$ cat src/hw/ccs_params.svh
// Register map, field positions, reset values and timing counts for the clock setup block
`ifndef CCS_PARAMS_SVH
`define CCS_PARAMS_SVH

// Register offsets on the control port
`define CCS_ADDR_CLOCK_CONTROL 8'h00
`define CCS_ADDR_PLL_DEN_HIGH 8'h01
`define CCS_ADDR_PLL_DEN_LOW 8'h02
`define CCS_ADDR_PLL_NUM_HIGH 8'h03
`define CCS_ADDR_PLL_NUM_LOW 8'h04
`define CCS_ADDR_PLL_INT_DIV_MODE 8'h05
`define CCS_ADDR_PLL_LOCK_STATUS 8'h06
`define CCS_ADDR_AUX_CLOCK_CONTROL 8'h07
`define CCS_ADDR_MP_PIN_MODE 8'h38

// Clock control register fields
`define CCS_CLK_PLL_ENABLE_BIT 7
`define CCS_CLK_SOURCE_PLL_BIT 3
`define CCS_CLK_HALVER_BIT 1
`define CCS_CLK_GATE_BIT 0

// Integer, divider and mode register fields
`define CCS_PLL_INT_MSB 6
`define CCS_PLL_INT_LSB 3
`define CCS_PLL_DIV_MSB 2
`define CCS_PLL_DIV_LSB 1
`define CCS_PLL_FRAC_BIT 0

// Auxiliary clock control fields; factor code 0..4 = x2, x1, /2, /4, /8
`define CCS_AUX_ENABLE_BIT 0
`define CCS_AUX_PDM_BIT 1
`define CCS_AUX_FACTOR_MSB 4
`define CCS_AUX_FACTOR_LSB 2
`define CCS_AUX_FACTOR_X1 3'h1
`define CCS_AUX_FACTOR_DIV8 3'h4

// Multipurpose pin mode fields
`define CCS_MP_FUNC_MSB 3
`define CCS_MP_FUNC_LSB 0
`define CCS_MP_INVERT_BIT 4
`define CCS_MP_FUNC_MUTE_DACS 4'h6

// Reset values
`define CCS_RESET_BYTE 8'h00

// Timing
`define CCS_CLOCK_PERIOD_NS 10
`define CCS_PLL_LOCK_TIME_NS 1000
`define CCS_PLL_LOCK_CYCLES ((`CCS_PLL_LOCK_TIME_NS + `CCS_CLOCK_PERIOD_NS - 1) / `CCS_CLOCK_PERIOD_NS)

`endif

$ cat src/hw/ccs_pkg.sv
// Types shared by the clock setup block and its surroundings
package ccs_pkg;

   // One access on the control port
   typedef struct packed {
      logic wr;
      logic rd;
      logic [7:0] addr;
      logic [7:0] wdata;
   } ccs_reg_req_t;

   // Settings handed to the analog PLL core
   typedef struct packed {
      logic [1:0] input_div;
      logic [3:0] integer_mult;
      logic [15:0] numerator;
      logic [15:0] denominator;
      logic fractional;
   } ccs_pll_cfg_t;

   // Lock acquisition states, Gray coded along off, acquire, locked
   typedef enum logic [1:0] {
      CCS_PLL_OFF = 2'b00,
      CCS_PLL_ACQUIRE = 2'b01,
      CCS_PLL_LOCKED = 2'b11
   } ccs_lock_state_t;

endpackage

$ cat src/hw/ccs_clock_setup.sv
// Clock setup: PLL control registers, lock tracking, master clock gate and aux clock output
// Functional notes
// Master clock gate resets closed and stays closed while the PLL acquires lock; here only while 0x00 bit 3 selects the PLL as source.
// Register 0x06 bit 0 is a read-only PLL lock flag.
// Setting the gate bit distributes master clock to all internal blocks.
// Software clears loop enable, writes 0x01-0x05, enables, polls lock, opens gate.
// Until gate and lock are both set, only registers 0x00-0x06 are reachable; here the gate bit alone opens the rest when 0x00 bit 3 is clear.
// PLL reference is the reference clock pin, 8 to 27 MHz.
// Input divider field is 0x05 bits 2:1; ratio is field plus one.
// Integer mode ignores numerator and denominator.
// Output equals divided reference times half of integer plus fraction.
// Software keeps fractional ratio between 0.1 and 0.9.
// Software keeps PLL output between 20.5 and 27 MHz, nominally 24.576.
// Integer settings: 0x20 for 12.288 MHz, 0x10 for 24.576 MHz reference.
// Denominator in 0x01/0x02, numerator in 0x03/0x04, high byte first.
// Register 0x05 holds integer multiplier in bits 6:3, fractional select bit 0.
// Aux clock output is master clock times 2, 1, 1/2, 1/4 or 1/8.
// In PDM mode only the sub-unity factors drive the aux clock.
// Software uses the times-two factor only with the master clock halver active.
// Aux clock shares its pin with the second capture serial output.
// Low power-down pin powers down all circuits; high means normal operation.
// Host mutes outputs before pulling the power-down pin low.
// Multipurpose pin configured through 0x38-0x3E can mute both DACs.
// Master clock halver is 0x00 bit 1: 1 divides by one, 0 by two.
// Lock flag reads zero while disabled or acquiring, one once stable.
`timescale 1ns/10ps
`include "ccs_params.svh"

module ccs_clock_setup #(
   parameter int unsigned LOCK_CYCLES = `CCS_PLL_LOCK_CYCLES,
   parameter int unsigned AUX_COUNT_WIDTH = 5
) (
   input wire logic clock,
   input wire logic rstn,
   input wire logic clk_en,
   input wire logic power_down_pin_active_low,
   input wire ccs_pkg::ccs_reg_req_t reg_req,
   input wire logic aux_tick,
   input wire logic capture_serial_out_second_data,
   input wire logic multipurpose_pin,
   output logic [7:0] reg_rdata,
   output logic reg_rd_valid,
   output logic reg_refused,
   output ccs_pkg::ccs_pll_cfg_t pll_cfg,
   output logic pll_enable,
   output logic pll_locked,
   output logic core_clock_gate,
   output logic core_clock_halver,
   output logic circuits_powered,
   output logic auxiliary_clock_output,
   output logic dac_mute
);
   import ccs_pkg::*;

   // Elaboration-time guard on parameters the logic cannot serve
   if (LOCK_CYCLES < 1 || LOCK_CYCLES > 65535) begin : g_bad_lock
      $error("LOCK_CYCLES must lie in 1..65535");
   end
   // The divide-by-eight factor counts 16 ticks, which needs a five-bit counter
   if (AUX_COUNT_WIDTH < 5) begin : g_bad_aux
      $error("AUX_COUNT_WIDTH must be at least 5 to reach the divide-by-eight factor");
   end

   localparam logic [15:0] LOCK_LAST = 16'(LOCK_CYCLES - 1);

   // True for the PLL parameter registers 0x01 to 0x05
   function automatic logic is_pll_param(input logic [7:0] addr);
      return (addr >= `CCS_ADDR_PLL_DEN_HIGH) && (addr <= `CCS_ADDR_PLL_INT_DIV_MODE);
   endfunction

   // Ticks between aux clock edges for a factor code; zero means no clock
   function automatic logic [AUX_COUNT_WIDTH-1:0] aux_half_ticks(input logic [2:0] code);
      if (code > `CCS_AUX_FACTOR_DIV8) begin
         return '0;
      end
      return AUX_COUNT_WIDTH'(1) << code;
   endfunction

   // Register group
   logic [7:0] clock_control_reg, clock_control_next;
   logic [7:0] pll_denominator_high_reg, pll_denominator_high_next;
   logic [7:0] pll_denominator_low_reg, pll_denominator_low_next;
   logic [7:0] pll_numerator_high_reg, pll_numerator_high_next;
   logic [7:0] pll_numerator_low_reg, pll_numerator_low_next;
   logic [7:0] pll_integer_divider_mode_reg, pll_integer_divider_mode_next;
   logic [7:0] aux_clock_control_reg, aux_clock_control_next;
   logic [7:0] mp_pin_mode_reg, mp_pin_mode_next;
   logic [7:0] rdata_reg, rdata_next;
   logic rd_valid_reg, rd_valid_next;
   logic refused_reg, refused_next;

   // Lock group
   ccs_lock_state_t lock_state_reg, lock_state_next;
   logic [15:0] lock_count_reg, lock_count_next;
   logic lock_flag_reg, lock_flag_next;

   // Aux clock group
   logic [AUX_COUNT_WIDTH-1:0] aux_count_reg, aux_count_next;
   logic aux_clk_reg, aux_clk_next;

   // Output group
   ccs_pll_cfg_t pll_cfg_reg, pll_cfg_next;
   logic pll_enable_reg, pll_enable_next;
   logic gate_reg, gate_next;
   logic halver_reg, halver_next;
   logic powered_reg, powered_next;
   logic aux_pin_reg, aux_pin_next;
   logic mute_reg, mute_next;

   logic powered_up;
   logic gate_open;
   logic fence_open;
   logic param_write;
   logic access;
   logic [2:0] aux_factor;
   logic aux_allowed;
   logic [AUX_COUNT_WIDTH-1:0] aux_half;

   // Shared status terms
   assign powered_up = power_down_pin_active_low;
   // Gate only opens with the PLL locked when the PLL is the source
   assign gate_open = clock_control_reg[`CCS_CLK_GATE_BIT] &
                      (lock_flag_reg | ~clock_control_reg[`CCS_CLK_SOURCE_PLL_BIT]);
   assign fence_open = gate_open;
   assign access = reg_req.wr | reg_req.rd;
   assign param_write = reg_req.wr & is_pll_param(reg_req.addr);

   // Register file next state; a refused access stores nothing and reads nothing
   always_comb begin
      clock_control_next = clock_control_reg;
      pll_denominator_high_next = pll_denominator_high_reg;
      pll_denominator_low_next = pll_denominator_low_reg;
      pll_numerator_high_next = pll_numerator_high_reg;
      pll_numerator_low_next = pll_numerator_low_reg;
      pll_integer_divider_mode_next = pll_integer_divider_mode_reg;
      aux_clock_control_next = aux_clock_control_reg;
      mp_pin_mode_next = mp_pin_mode_reg;
      rdata_next = rdata_reg;
      rd_valid_next = 1'b0;
      refused_next = 1'b0;
      if (!powered_up) begin
         // Power-down returns every register to reset
         clock_control_next = `CCS_RESET_BYTE;
         pll_denominator_high_next = `CCS_RESET_BYTE;
         pll_denominator_low_next = `CCS_RESET_BYTE;
         pll_numerator_high_next = `CCS_RESET_BYTE;
         pll_numerator_low_next = `CCS_RESET_BYTE;
         pll_integer_divider_mode_next = `CCS_RESET_BYTE;
         aux_clock_control_next = `CCS_RESET_BYTE;
         mp_pin_mode_next = `CCS_RESET_BYTE;
         rdata_next = `CCS_RESET_BYTE;
      end else if (access && reg_req.addr > `CCS_ADDR_PLL_LOCK_STATUS && !fence_open) begin
         refused_next = 1'b1;
      end else if (access) begin
         if (reg_req.wr) begin
            unique case (reg_req.addr)
               `CCS_ADDR_CLOCK_CONTROL: clock_control_next = reg_req.wdata;
               `CCS_ADDR_PLL_DEN_HIGH: pll_denominator_high_next = reg_req.wdata;
               `CCS_ADDR_PLL_DEN_LOW: pll_denominator_low_next = reg_req.wdata;
               `CCS_ADDR_PLL_NUM_HIGH: pll_numerator_high_next = reg_req.wdata;
               `CCS_ADDR_PLL_NUM_LOW: pll_numerator_low_next = reg_req.wdata;
               `CCS_ADDR_PLL_INT_DIV_MODE: pll_integer_divider_mode_next = reg_req.wdata;
               `CCS_ADDR_AUX_CLOCK_CONTROL: aux_clock_control_next = reg_req.wdata;
               `CCS_ADDR_MP_PIN_MODE: mp_pin_mode_next = reg_req.wdata;
               default: ; // Lock status is read-only; other addresses ignore writes
            endcase
         end
         if (reg_req.rd) begin
            rd_valid_next = 1'b1;
            unique case (reg_req.addr)
               `CCS_ADDR_CLOCK_CONTROL: rdata_next = clock_control_reg;
               `CCS_ADDR_PLL_DEN_HIGH: rdata_next = pll_denominator_high_reg;
               `CCS_ADDR_PLL_DEN_LOW: rdata_next = pll_denominator_low_reg;
               `CCS_ADDR_PLL_NUM_HIGH: rdata_next = pll_numerator_high_reg;
               `CCS_ADDR_PLL_NUM_LOW: rdata_next = pll_numerator_low_reg;
               `CCS_ADDR_PLL_INT_DIV_MODE: rdata_next = pll_integer_divider_mode_reg;
               `CCS_ADDR_PLL_LOCK_STATUS: rdata_next = {7'h00, lock_flag_reg};
               `CCS_ADDR_AUX_CLOCK_CONTROL: rdata_next = aux_clock_control_reg;
               `CCS_ADDR_MP_PIN_MODE: rdata_next = mp_pin_mode_reg;
               default: rdata_next = 8'h00;
            endcase
         end
      end
   end

   // Register file storage
   always_ff @(posedge clock or negedge rstn) begin
      if (!rstn) begin
         clock_control_reg <= `CCS_RESET_BYTE;
         pll_denominator_high_reg <= `CCS_RESET_BYTE;
         pll_denominator_low_reg <= `CCS_RESET_BYTE;
         pll_numerator_high_reg <= `CCS_RESET_BYTE;
         pll_numerator_low_reg <= `CCS_RESET_BYTE;
         pll_integer_divider_mode_reg <= `CCS_RESET_BYTE;
         aux_clock_control_reg <= `CCS_RESET_BYTE;
         mp_pin_mode_reg <= `CCS_RESET_BYTE;
         rdata_reg <= `CCS_RESET_BYTE;
         rd_valid_reg <= 1'b0;
         refused_reg <= 1'b0;
      end else if (clk_en) begin
         clock_control_reg <= clock_control_next;
         pll_denominator_high_reg <= pll_denominator_high_next;
         pll_denominator_low_reg <= pll_denominator_low_next;
         pll_numerator_high_reg <= pll_numerator_high_next;
         pll_numerator_low_reg <= pll_numerator_low_next;
         pll_integer_divider_mode_reg <= pll_integer_divider_mode_next;
         aux_clock_control_reg <= aux_clock_control_next;
         mp_pin_mode_reg <= mp_pin_mode_next;
         rdata_reg <= rdata_next;
         rd_valid_reg <= rd_valid_next;
         refused_reg <= refused_next;
      end
   end

   // Lock tracking; a parameter write while running restarts acquisition,
   // since the loop retunes and the old lock no longer holds
   always_comb begin
      lock_state_next = lock_state_reg;
      lock_count_next = lock_count_reg;
      if (!powered_up || !clock_control_reg[`CCS_CLK_PLL_ENABLE_BIT]) begin
         lock_state_next = CCS_PLL_OFF;
         lock_count_next = 16'h0000;
      end else begin
         unique case (lock_state_reg)
            CCS_PLL_OFF: begin
               lock_state_next = CCS_PLL_ACQUIRE;
               lock_count_next = 16'h0000;
            end
            CCS_PLL_ACQUIRE: begin
               if (param_write) begin
                  lock_count_next = 16'h0000;
               end else if (lock_count_reg == LOCK_LAST) begin
                  lock_state_next = CCS_PLL_LOCKED;
               end else begin
                  lock_count_next = lock_count_reg + 16'h0001;
               end
            end
            CCS_PLL_LOCKED: begin
               if (param_write) begin
                  lock_state_next = CCS_PLL_ACQUIRE;
                  lock_count_next = 16'h0000;
               end
            end
            default: begin
               lock_state_next = CCS_PLL_OFF;
               lock_count_next = 16'h0000;
            end
         endcase
      end
      lock_flag_next = (lock_state_next == CCS_PLL_LOCKED);
   end

   // Lock storage
   always_ff @(posedge clock or negedge rstn) begin
      if (!rstn) begin
         lock_state_reg <= CCS_PLL_OFF;
         lock_count_reg <= 16'h0000;
         lock_flag_reg <= 1'b0;
      end else if (clk_en) begin
         lock_state_reg <= lock_state_next;
         lock_count_reg <= lock_count_next;
         lock_flag_reg <= lock_flag_next;
      end
   end

   // Aux clock divider: aux_tick marks a half period of the x2 output,
   // so every factor toggles after a power-of-two number of ticks
   assign aux_factor = aux_clock_control_reg[`CCS_AUX_FACTOR_MSB:`CCS_AUX_FACTOR_LSB];
   assign aux_half = aux_half_ticks(aux_factor);
   // PDM mode suppresses the x2 and x1 factors
   assign aux_allowed = gate_open && aux_half != '0 &&
                        !(aux_clock_control_reg[`CCS_AUX_PDM_BIT] &&
                          aux_factor <= `CCS_AUX_FACTOR_X1);
   always_comb begin
      aux_count_next = aux_count_reg;
      aux_clk_next = aux_clk_reg;
      if (!aux_allowed) begin
         aux_count_next = '0;
         aux_clk_next = 1'b0;
      end else if (aux_tick) begin
         if (aux_count_reg + AUX_COUNT_WIDTH'(1) >= aux_half) begin
            aux_count_next = '0;
            aux_clk_next = ~aux_clk_reg;
         end else begin
            aux_count_next = aux_count_reg + AUX_COUNT_WIDTH'(1);
         end
      end
   end

   // Aux clock storage
   always_ff @(posedge clock or negedge rstn) begin
      if (!rstn) begin
         aux_count_reg <= '0;
         aux_clk_reg <= 1'b0;
      end else if (clk_en) begin
         aux_count_reg <= aux_count_next;
         aux_clk_reg <= aux_clk_next;
      end
   end

   // Output values, each registered so the pins never glitch
   always_comb begin
      pll_cfg_next.input_div =
         pll_integer_divider_mode_reg[`CCS_PLL_DIV_MSB:`CCS_PLL_DIV_LSB];
      pll_cfg_next.integer_mult =
         pll_integer_divider_mode_reg[`CCS_PLL_INT_MSB:`CCS_PLL_INT_LSB];
      pll_cfg_next.fractional = pll_integer_divider_mode_reg[`CCS_PLL_FRAC_BIT];
      // Fraction forced to zero in integer mode so the core sees a clean ratio
      if (pll_integer_divider_mode_reg[`CCS_PLL_FRAC_BIT]) begin
         pll_cfg_next.numerator = {pll_numerator_high_reg, pll_numerator_low_reg};
         pll_cfg_next.denominator = {pll_denominator_high_reg, pll_denominator_low_reg};
      end else begin
         pll_cfg_next.numerator = 16'h0000;
         pll_cfg_next.denominator = 16'h0000;
      end
      pll_enable_next = powered_up & clock_control_reg[`CCS_CLK_PLL_ENABLE_BIT];
      gate_next = powered_up & gate_open;
      halver_next = clock_control_reg[`CCS_CLK_HALVER_BIT];
      powered_next = powered_up;
      // Shared pin: aux clock when enabled, else the second capture serial output
      aux_pin_next = aux_clock_control_reg[`CCS_AUX_ENABLE_BIT] ? aux_clk_reg
                     : capture_serial_out_second_data;
      mute_next = (mp_pin_mode_reg[`CCS_MP_FUNC_MSB:`CCS_MP_FUNC_LSB] == `CCS_MP_FUNC_MUTE_DACS)
                  & (multipurpose_pin ^ mp_pin_mode_reg[`CCS_MP_INVERT_BIT]);
   end

   // Output storage
   always_ff @(posedge clock or negedge rstn) begin
      if (!rstn) begin
         pll_cfg_reg <= '0;
         pll_enable_reg <= 1'b0;
         gate_reg <= 1'b0;
         halver_reg <= 1'b0;
         powered_reg <= 1'b0;
         aux_pin_reg <= 1'b0;
         mute_reg <= 1'b0;
      end else if (clk_en) begin
         pll_cfg_reg <= pll_cfg_next;
         pll_enable_reg <= pll_enable_next;
         gate_reg <= gate_next;
         halver_reg <= halver_next;
         powered_reg <= powered_next;
         aux_pin_reg <= aux_pin_next;
         mute_reg <= mute_next;
      end
   end

   assign reg_rdata = rdata_reg;
   assign reg_rd_valid = rd_valid_reg;
   assign reg_refused = refused_reg;
   assign pll_cfg = pll_cfg_reg;
   assign pll_enable = pll_enable_reg;
   assign pll_locked = lock_flag_reg;
   assign core_clock_gate = gate_reg;
   assign core_clock_halver = halver_reg;
   assign circuits_powered = powered_reg;
   assign auxiliary_clock_output = aux_pin_reg;
   assign dac_mute = mute_reg;

endmodule // ccs_clock_setup

$ cat config.mk
export PLATFORM = sky130hd
export DESIGN_NAME = ccs_clock_setup
export DESIGN_NICKNAME = d
export VERILOG_FILES = /design/src/hw/ccs_pkg.sv /design/src/hw/ccs_clock_setup.sv
export VERILOG_INCLUDE_DIRS = /design/src /design/src/hw
export SDC_FILE = /design/constraint.sdc
export NUM_CORES = 1
export LEC_CHECK = 0
export BUFFER_PORTS_ARGS = -buffer_cell sky130_fd_sc_hd__buf_2
export CORE_MARGIN = 2
export CORE_UTILIZATION = 45
export CTS_BUF_LIST = sky130_fd_sc_hd__clkbuf_16
export DETAILED_ROUTE_END_ITERATION = 16
export PLACE_DENSITY_LB_ADDON = 0.15
export RECOVER_POWER = 50
export SLEW_MARGIN = 20
export SYNTH_ARGS = -nofsm -noshare
export SYNTH_HDL_FRONTEND = slang
export SYNTH_SLANG_ARGS = --single-unit
$ cat constraint.sdc
create_clock -name clock -period 2.8 [get_ports clock]
set_input_delay 0.14 -clock clock [delete_from_list [all_inputs] [get_ports clock]]
set_output_delay 0.14 -clock clock [all_outputs]
set_load 0.03 [all_outputs]
**After elaboration in Yosys (flattened, before gate mapping)**

Cells that the tools add are included.

- Muxes and demuxes: 72
- Reduce and logical (&&, ||, !) cells: 26
- Bitwise gates (word level): 10
- Shifts and indexed selects: 1
- Order comparisons: 6
- Add/subtract/negate cells: 2
- Eq/ne operators: 29

Operators with widths:

| cell | count |
|---|---|
| two-way mux 8 bit | 44 |
| one-hot mux 8 bit (9 select lines) | 1 |
| two-way mux 16 bit | 4 |
| AND reduction 5 bit | 8 |
| == test 8 x 3 -> 1 bit, second input constant | 4 |
| two-way mux 32 bit | 1 |
| one-hot mux 16 bit (2 select lines) | 1 |
| two-way mux 5 bit | 5 |
| inequality test 2 x 1 -> 1 bit, second input constant | 12 |
| adder 16 x 1 -> 16 bit, second input constant | 1 |
| == test 16 x 7 -> 1 bit, second input constant | 1 |
| == test 8 x 2 -> 1 bit, second input constant | 2 |
| two-way mux 1 bit | 11 |
| == test 8 x 1 -> 1 bit, second input constant | 1 |
| == test 8 x 6 -> 1 bit, second input constant | 1 |
| >= comparator 8 x 1 -> 1 bit, second input constant | 1 |
| greater-than comparator 8 x 3 -> 1 bit, second input constant | 1 |
| <= comparator 8 x 3 -> 1 bit, second input constant | 1 |
| zero test 8 bit | 1 |
| two-way mux 2 bit | 4 |
| logical AND 1 bit | 6 |
| one-hot mux 2 bit (3 select lines) | 1 |
| AND reduction 3 bit | 2 |
| adder 5 x 1 -> 5 bit, second input constant | 1 |
| other kinds (20) | 31 |

- Word-level logic and storage cells: 173
- Bits in registers: 144

**Depth between registers and ports, before layout**

- Word-level depth: 8
- Depth in mapped cells: 8

**Least setup slack after synthesis**

OpenSTA, ideal clock, no wires.

- Path kind: register to register
- Start: register aux_clock_control_reg[3]
- End: register aux_count_reg[3]
- Buffers on the path: 1
- Period minus slack after synthesis: 2195 ps
- Data arrival time: 2104 ps
- Setup time: 90 ps
- Path slack: 605 ps
- Cell stages (with the launch flop): 8
- Data required time: 2710 ps
- Cell sequence: dfrtp_1 clkbuf_1 or3b_2 ha_1 o211ai_1 o21ai_1 or3_1 o221ai_1

- Longest elaborated chain between the ends: 8
- Elaborated cells between the ends (all ways): 16
- Classes of those cells: 3 x order compare; 1 x eq/ne; 1 x shift; 5 x mux; 6 x reduce/logical

RTL lines:

| what | RTL line | RTL |
|---|---|---|
| from (decl) | ccs_clock_setup.sv:86 | `logic [7:0] aux_clock_control_reg, aux_clock_control_next;` |
| from (signal assigned) | ccs_clock_setup.sv:195 | `` aux_clock_control_reg <= `CCS_RESET_BYTE; `` |
| from (signal assigned) | ccs_clock_setup.sv:207 | `aux_clock_control_reg <= aux_clock_control_next;` |
| parallel branches: the longest is 8 deep, another holds >= comparator 5 bit | -- |  |
| to (signal assigned) | ccs_clock_setup.sv:296 | `aux_count_reg <= aux_count_next;` |
| to (decl) | ccs_clock_setup.sv:98 | `logic [AUX_COUNT_WIDTH-1:0] aux_count_reg, aux_count_next;` |

Parallel ways; which one is timed is not known. The select of a mux whose other input is x is not followed.
A chain may end at the register's enable or synchronous reset.

**Final worst setup path**

- Start: input clk_en
- End: register pll_denominator_high_reg[2]

- Longest elaborated chain between the ends: 1

RTL lines:

| what | RTL line | RTL |
|---|---|---|
| from (decl) | ccs_clock_setup.sv:35 | `input wire logic clk_en,` |
| AND reduction 5 bit (no source line) | -- |  |
| to (signal assigned) | ccs_clock_setup.sv:190 | `` pll_denominator_high_reg <= `CCS_RESET_BYTE; `` |
| to (signal assigned) | ccs_clock_setup.sv:202 | `pll_denominator_high_reg <= pll_denominator_high_next;` |
| to (decl) | ccs_clock_setup.sv:81 | `logic [7:0] pll_denominator_high_reg, pll_denominator_high_next;` |

No other way between the ends.

==> flow_metrics.tcl <==
set metrics [dict create \
    wl_met3_mm 1.02 \
    arrival_ps 2660 \
    cp_cell_sequence "buf_2, clkbuf_2, nand2_1, o21ai_0, a22o_1" \
    cts_sinks 144 \
    critPathBufInv 2 \
    static-leakage-power_nw 3.59 \
    num_io_pins 81 \
    finalSetupTns_ps 0 \
    routed_wl_mm 19.7 \
    multi_input_area_sq_mm 0.00325 \
    postCtsSetupBuffers 0 \
    drc 0 \
    seq_area_sq_mm 0.00360 \
    fillers 1499 \
    rsz0062_at_grt "no" \
    groute.usage.overall_pct 24.2 \
    grt_pass1_wl_mm 31.6 \
    critPathLaunchType "primary input" \
    synth_seq_cells 144 \
    layout-drive-gt1-share_pct 10.3 \
    firstDrtPassIters 6 \
    placedInstanceArea_sq_mm 0.00780 \
    worst_pin_slew_ps 1390 \
    gp_congestion 0.896 \
    first_global_vias 5758 \
    numCtsBuffers 17 \
    dieArea_sq_mm 0.0171 \
    ys.flop_type "dfrtp_1" \
    clk_latency_ps 420 \
    h-tree-depth 4 \
    hold_violations 0 \
    setup_viol 0 \
    avgSynthCellArea_sq_um 9.68 \
    period_minus_slack_ps 2310 \
    worst-setup-path-type "in2reg" \
    ir_drop_v 0.000647 \
    max_slew_margin_pct 7.63 \
    design_area_sq_mm 0.00825 \
    run_status "finished, final reports clean" \
    preCtsSetupSlack_ps 404 \
    dr_total_vias 6045 \
    cts_hold_buf 2 \
    design.core.area_sq_mm 0.0158 \
    wl_met2_mm 9.20 \
    synth_common_cells "144 x dfrtp_1, 98 x nand2_1, 89 x o21ai_0" \
    synth_top_area_share_pct 49.7 \
    cts_resized 0 \
    die_h_um 131 \
    synth-edff-count 0 \
    clk_path_buf_depth 2 \
    finClkSkew_ps 8.26 \
    highest_layer "met4" \
    ant_nets 0 \
    netlist_area_sq_mm 0.00725 \
    yosysMostFrequentCell "dfrtp_1" \
    synth_cell_types 56 \
    maxCapViolCount 0 \
    timing.final.crit_share_pct 82.6 \
    power_density_mw_per_mm2 863 \
    worstPathRequired_ps 3150 \
    fmax_ghz 0.432 \
    cp-end-kind "flop" \
    layout_setup_ws_ps 487 \
    final_nets 842 \
    cpPeakStageDelay_ps 1100 \
    largest_register_ffs 39 \
    hp-class "in2reg" \
    io_buffers 80 \
    grt_max_degree 94 \
    yosys_warnings 0 \
    grt-ovfl-total 0 \
    dp_hpwl_mm 13.5 \
    antenna_found_initial 1 \
    path_clk_slew_ps 60 \
    start_util_pct 45.8 \
    slew_violations 0 \
    drt-met1-wl_mm 9.13 \
    num_rows 46 \
    synth_area_leaders "dfrtp_1 50%, a22o_1 7.6%, o21ai_0 6.1%" \
    seq_area_frac_synth_pct 49.7 \
    crit_path_max_fanout 79 \
    yosys.area.top_type "dfrtp_1" \
    cp_top_family "buffers and inverters" \
    die_w_um 131 \
    areaGrowthSynthToFinish_pct 13.7 \
    ys_async_sr_fraction_pct 100 \
    syn_inst 749 \
    drt-wirelength-per-cell_um 19.0 \
    vias_per_cell 5.83 \
    drt-initial-drc-count 522 \
    cp_slowest_cell "clkbuf_2" \
    cts_root_buf "clkbuf_16" \
    synth.net_count 781 \
    cts_tree "built" \
]
[cells in the final DEF, fill, tap and decap left out, drive strengths merged, types with 3 or more instances in the layout]
cell type,count
dfrtp,144
nand2,98
o21ai,92
clkbuf,76
a22o,63
nand3,51
inv,47
buf,31
nor2,25
mux2i,21
o211ai,13
a31oi,12
a21oi,11
mux2,10
nor3,10
nand4,9
nor4,9
and3,8
a222oi,7
o2bb2ai,7
ha,7
or3,6
a21o,6
a41oi,5
clkinv,5
a32o,4
nand2b,4
nor3b,3
[per-layer routing]
layer	GRT usage, %	vias up
met3	5.90	29
met2	38.0	173
met5	0	-
li1	-	2870
met1	33.5	2973
met4	7.38	0
[power by group]
part,leakage [nW],internal [W],switching [W]
Combinational,1.44,0.000661,0.00125
Sequential,1.89,0.00260,0.000505
Clock,0.261,0.00127,0.000838
[area by class of cell]
class                      count  area share, %
sequential                   144           43.7
tap                          216           3.28
clock inverter                11           1.26
inverter                      45           2.05
clock buffer                  17           5.16
antenna                        1         0.0303
multi-input combinational    510           39.4
timing repair buffer          92           5.14
[per-stage QoR]
stage / total power, W / hold WS, ps / std cells / utilization, %
after floorplan: 0.00439 / -156 / 749 / -
after global placement: 0.00505 / 119 / 1005 / 49.3
after detailed placement: 0.00510 / 125 / 1005 / 49.3
after CTS: 0.00723 / 2.05 / 1035 / 52.7
after global routing: 0.00754 / 11.0 / 1035 / 52.1
final: 0.00712 / 21.5 / 1036 / 52.1
[worst reg2reg max path: stages (launching register included)]
cell,delay (ps)
dfrtp_1,460
or3b_2,500
ha_1,290
o211ai_1,170
o21ai_1,180
or3_1,430
o221ai_1,170
[worst paths after layout]
path,start,to,slack [ps],cells past startpoint
max,clk_en,pll_denominator_high_reg[2],490,5
min,capture_serial_out_second_data,auxiliary_clock_output,20,3
max reg2reg,aux_clock_control_reg[4],aux_count_reg[3],520,6
min reg2reg,pll_cfg[32],pll_cfg[32],500,1
max in group asynchronous,rstn,pll_denominator_high_reg[2],770,3
min in group asynchronous,rstn,aux_count_reg[3],570,2
[cells by family (layout without fill, tap and decap cells)]
family | after synthesis | count (layout) | share of synthesized area [%]
buffers and inverters | 95 | 165 | 5.57
other | 0 | 1 | 0
adder cells (fa/ha/maj) | 7 | 7 | 1.21
AND/OR/NAND/NOR | 236 | 236 | 16.5
XOR/XNOR | 4 | 4 | 0.483
AO/OA/AOI/OAI | 232 | 232 | 22.1
multiplexers | 31 | 31 | 4.45
flip-flops | 144 | 144 | 49.7
Power figures use the tool's default switching activity.
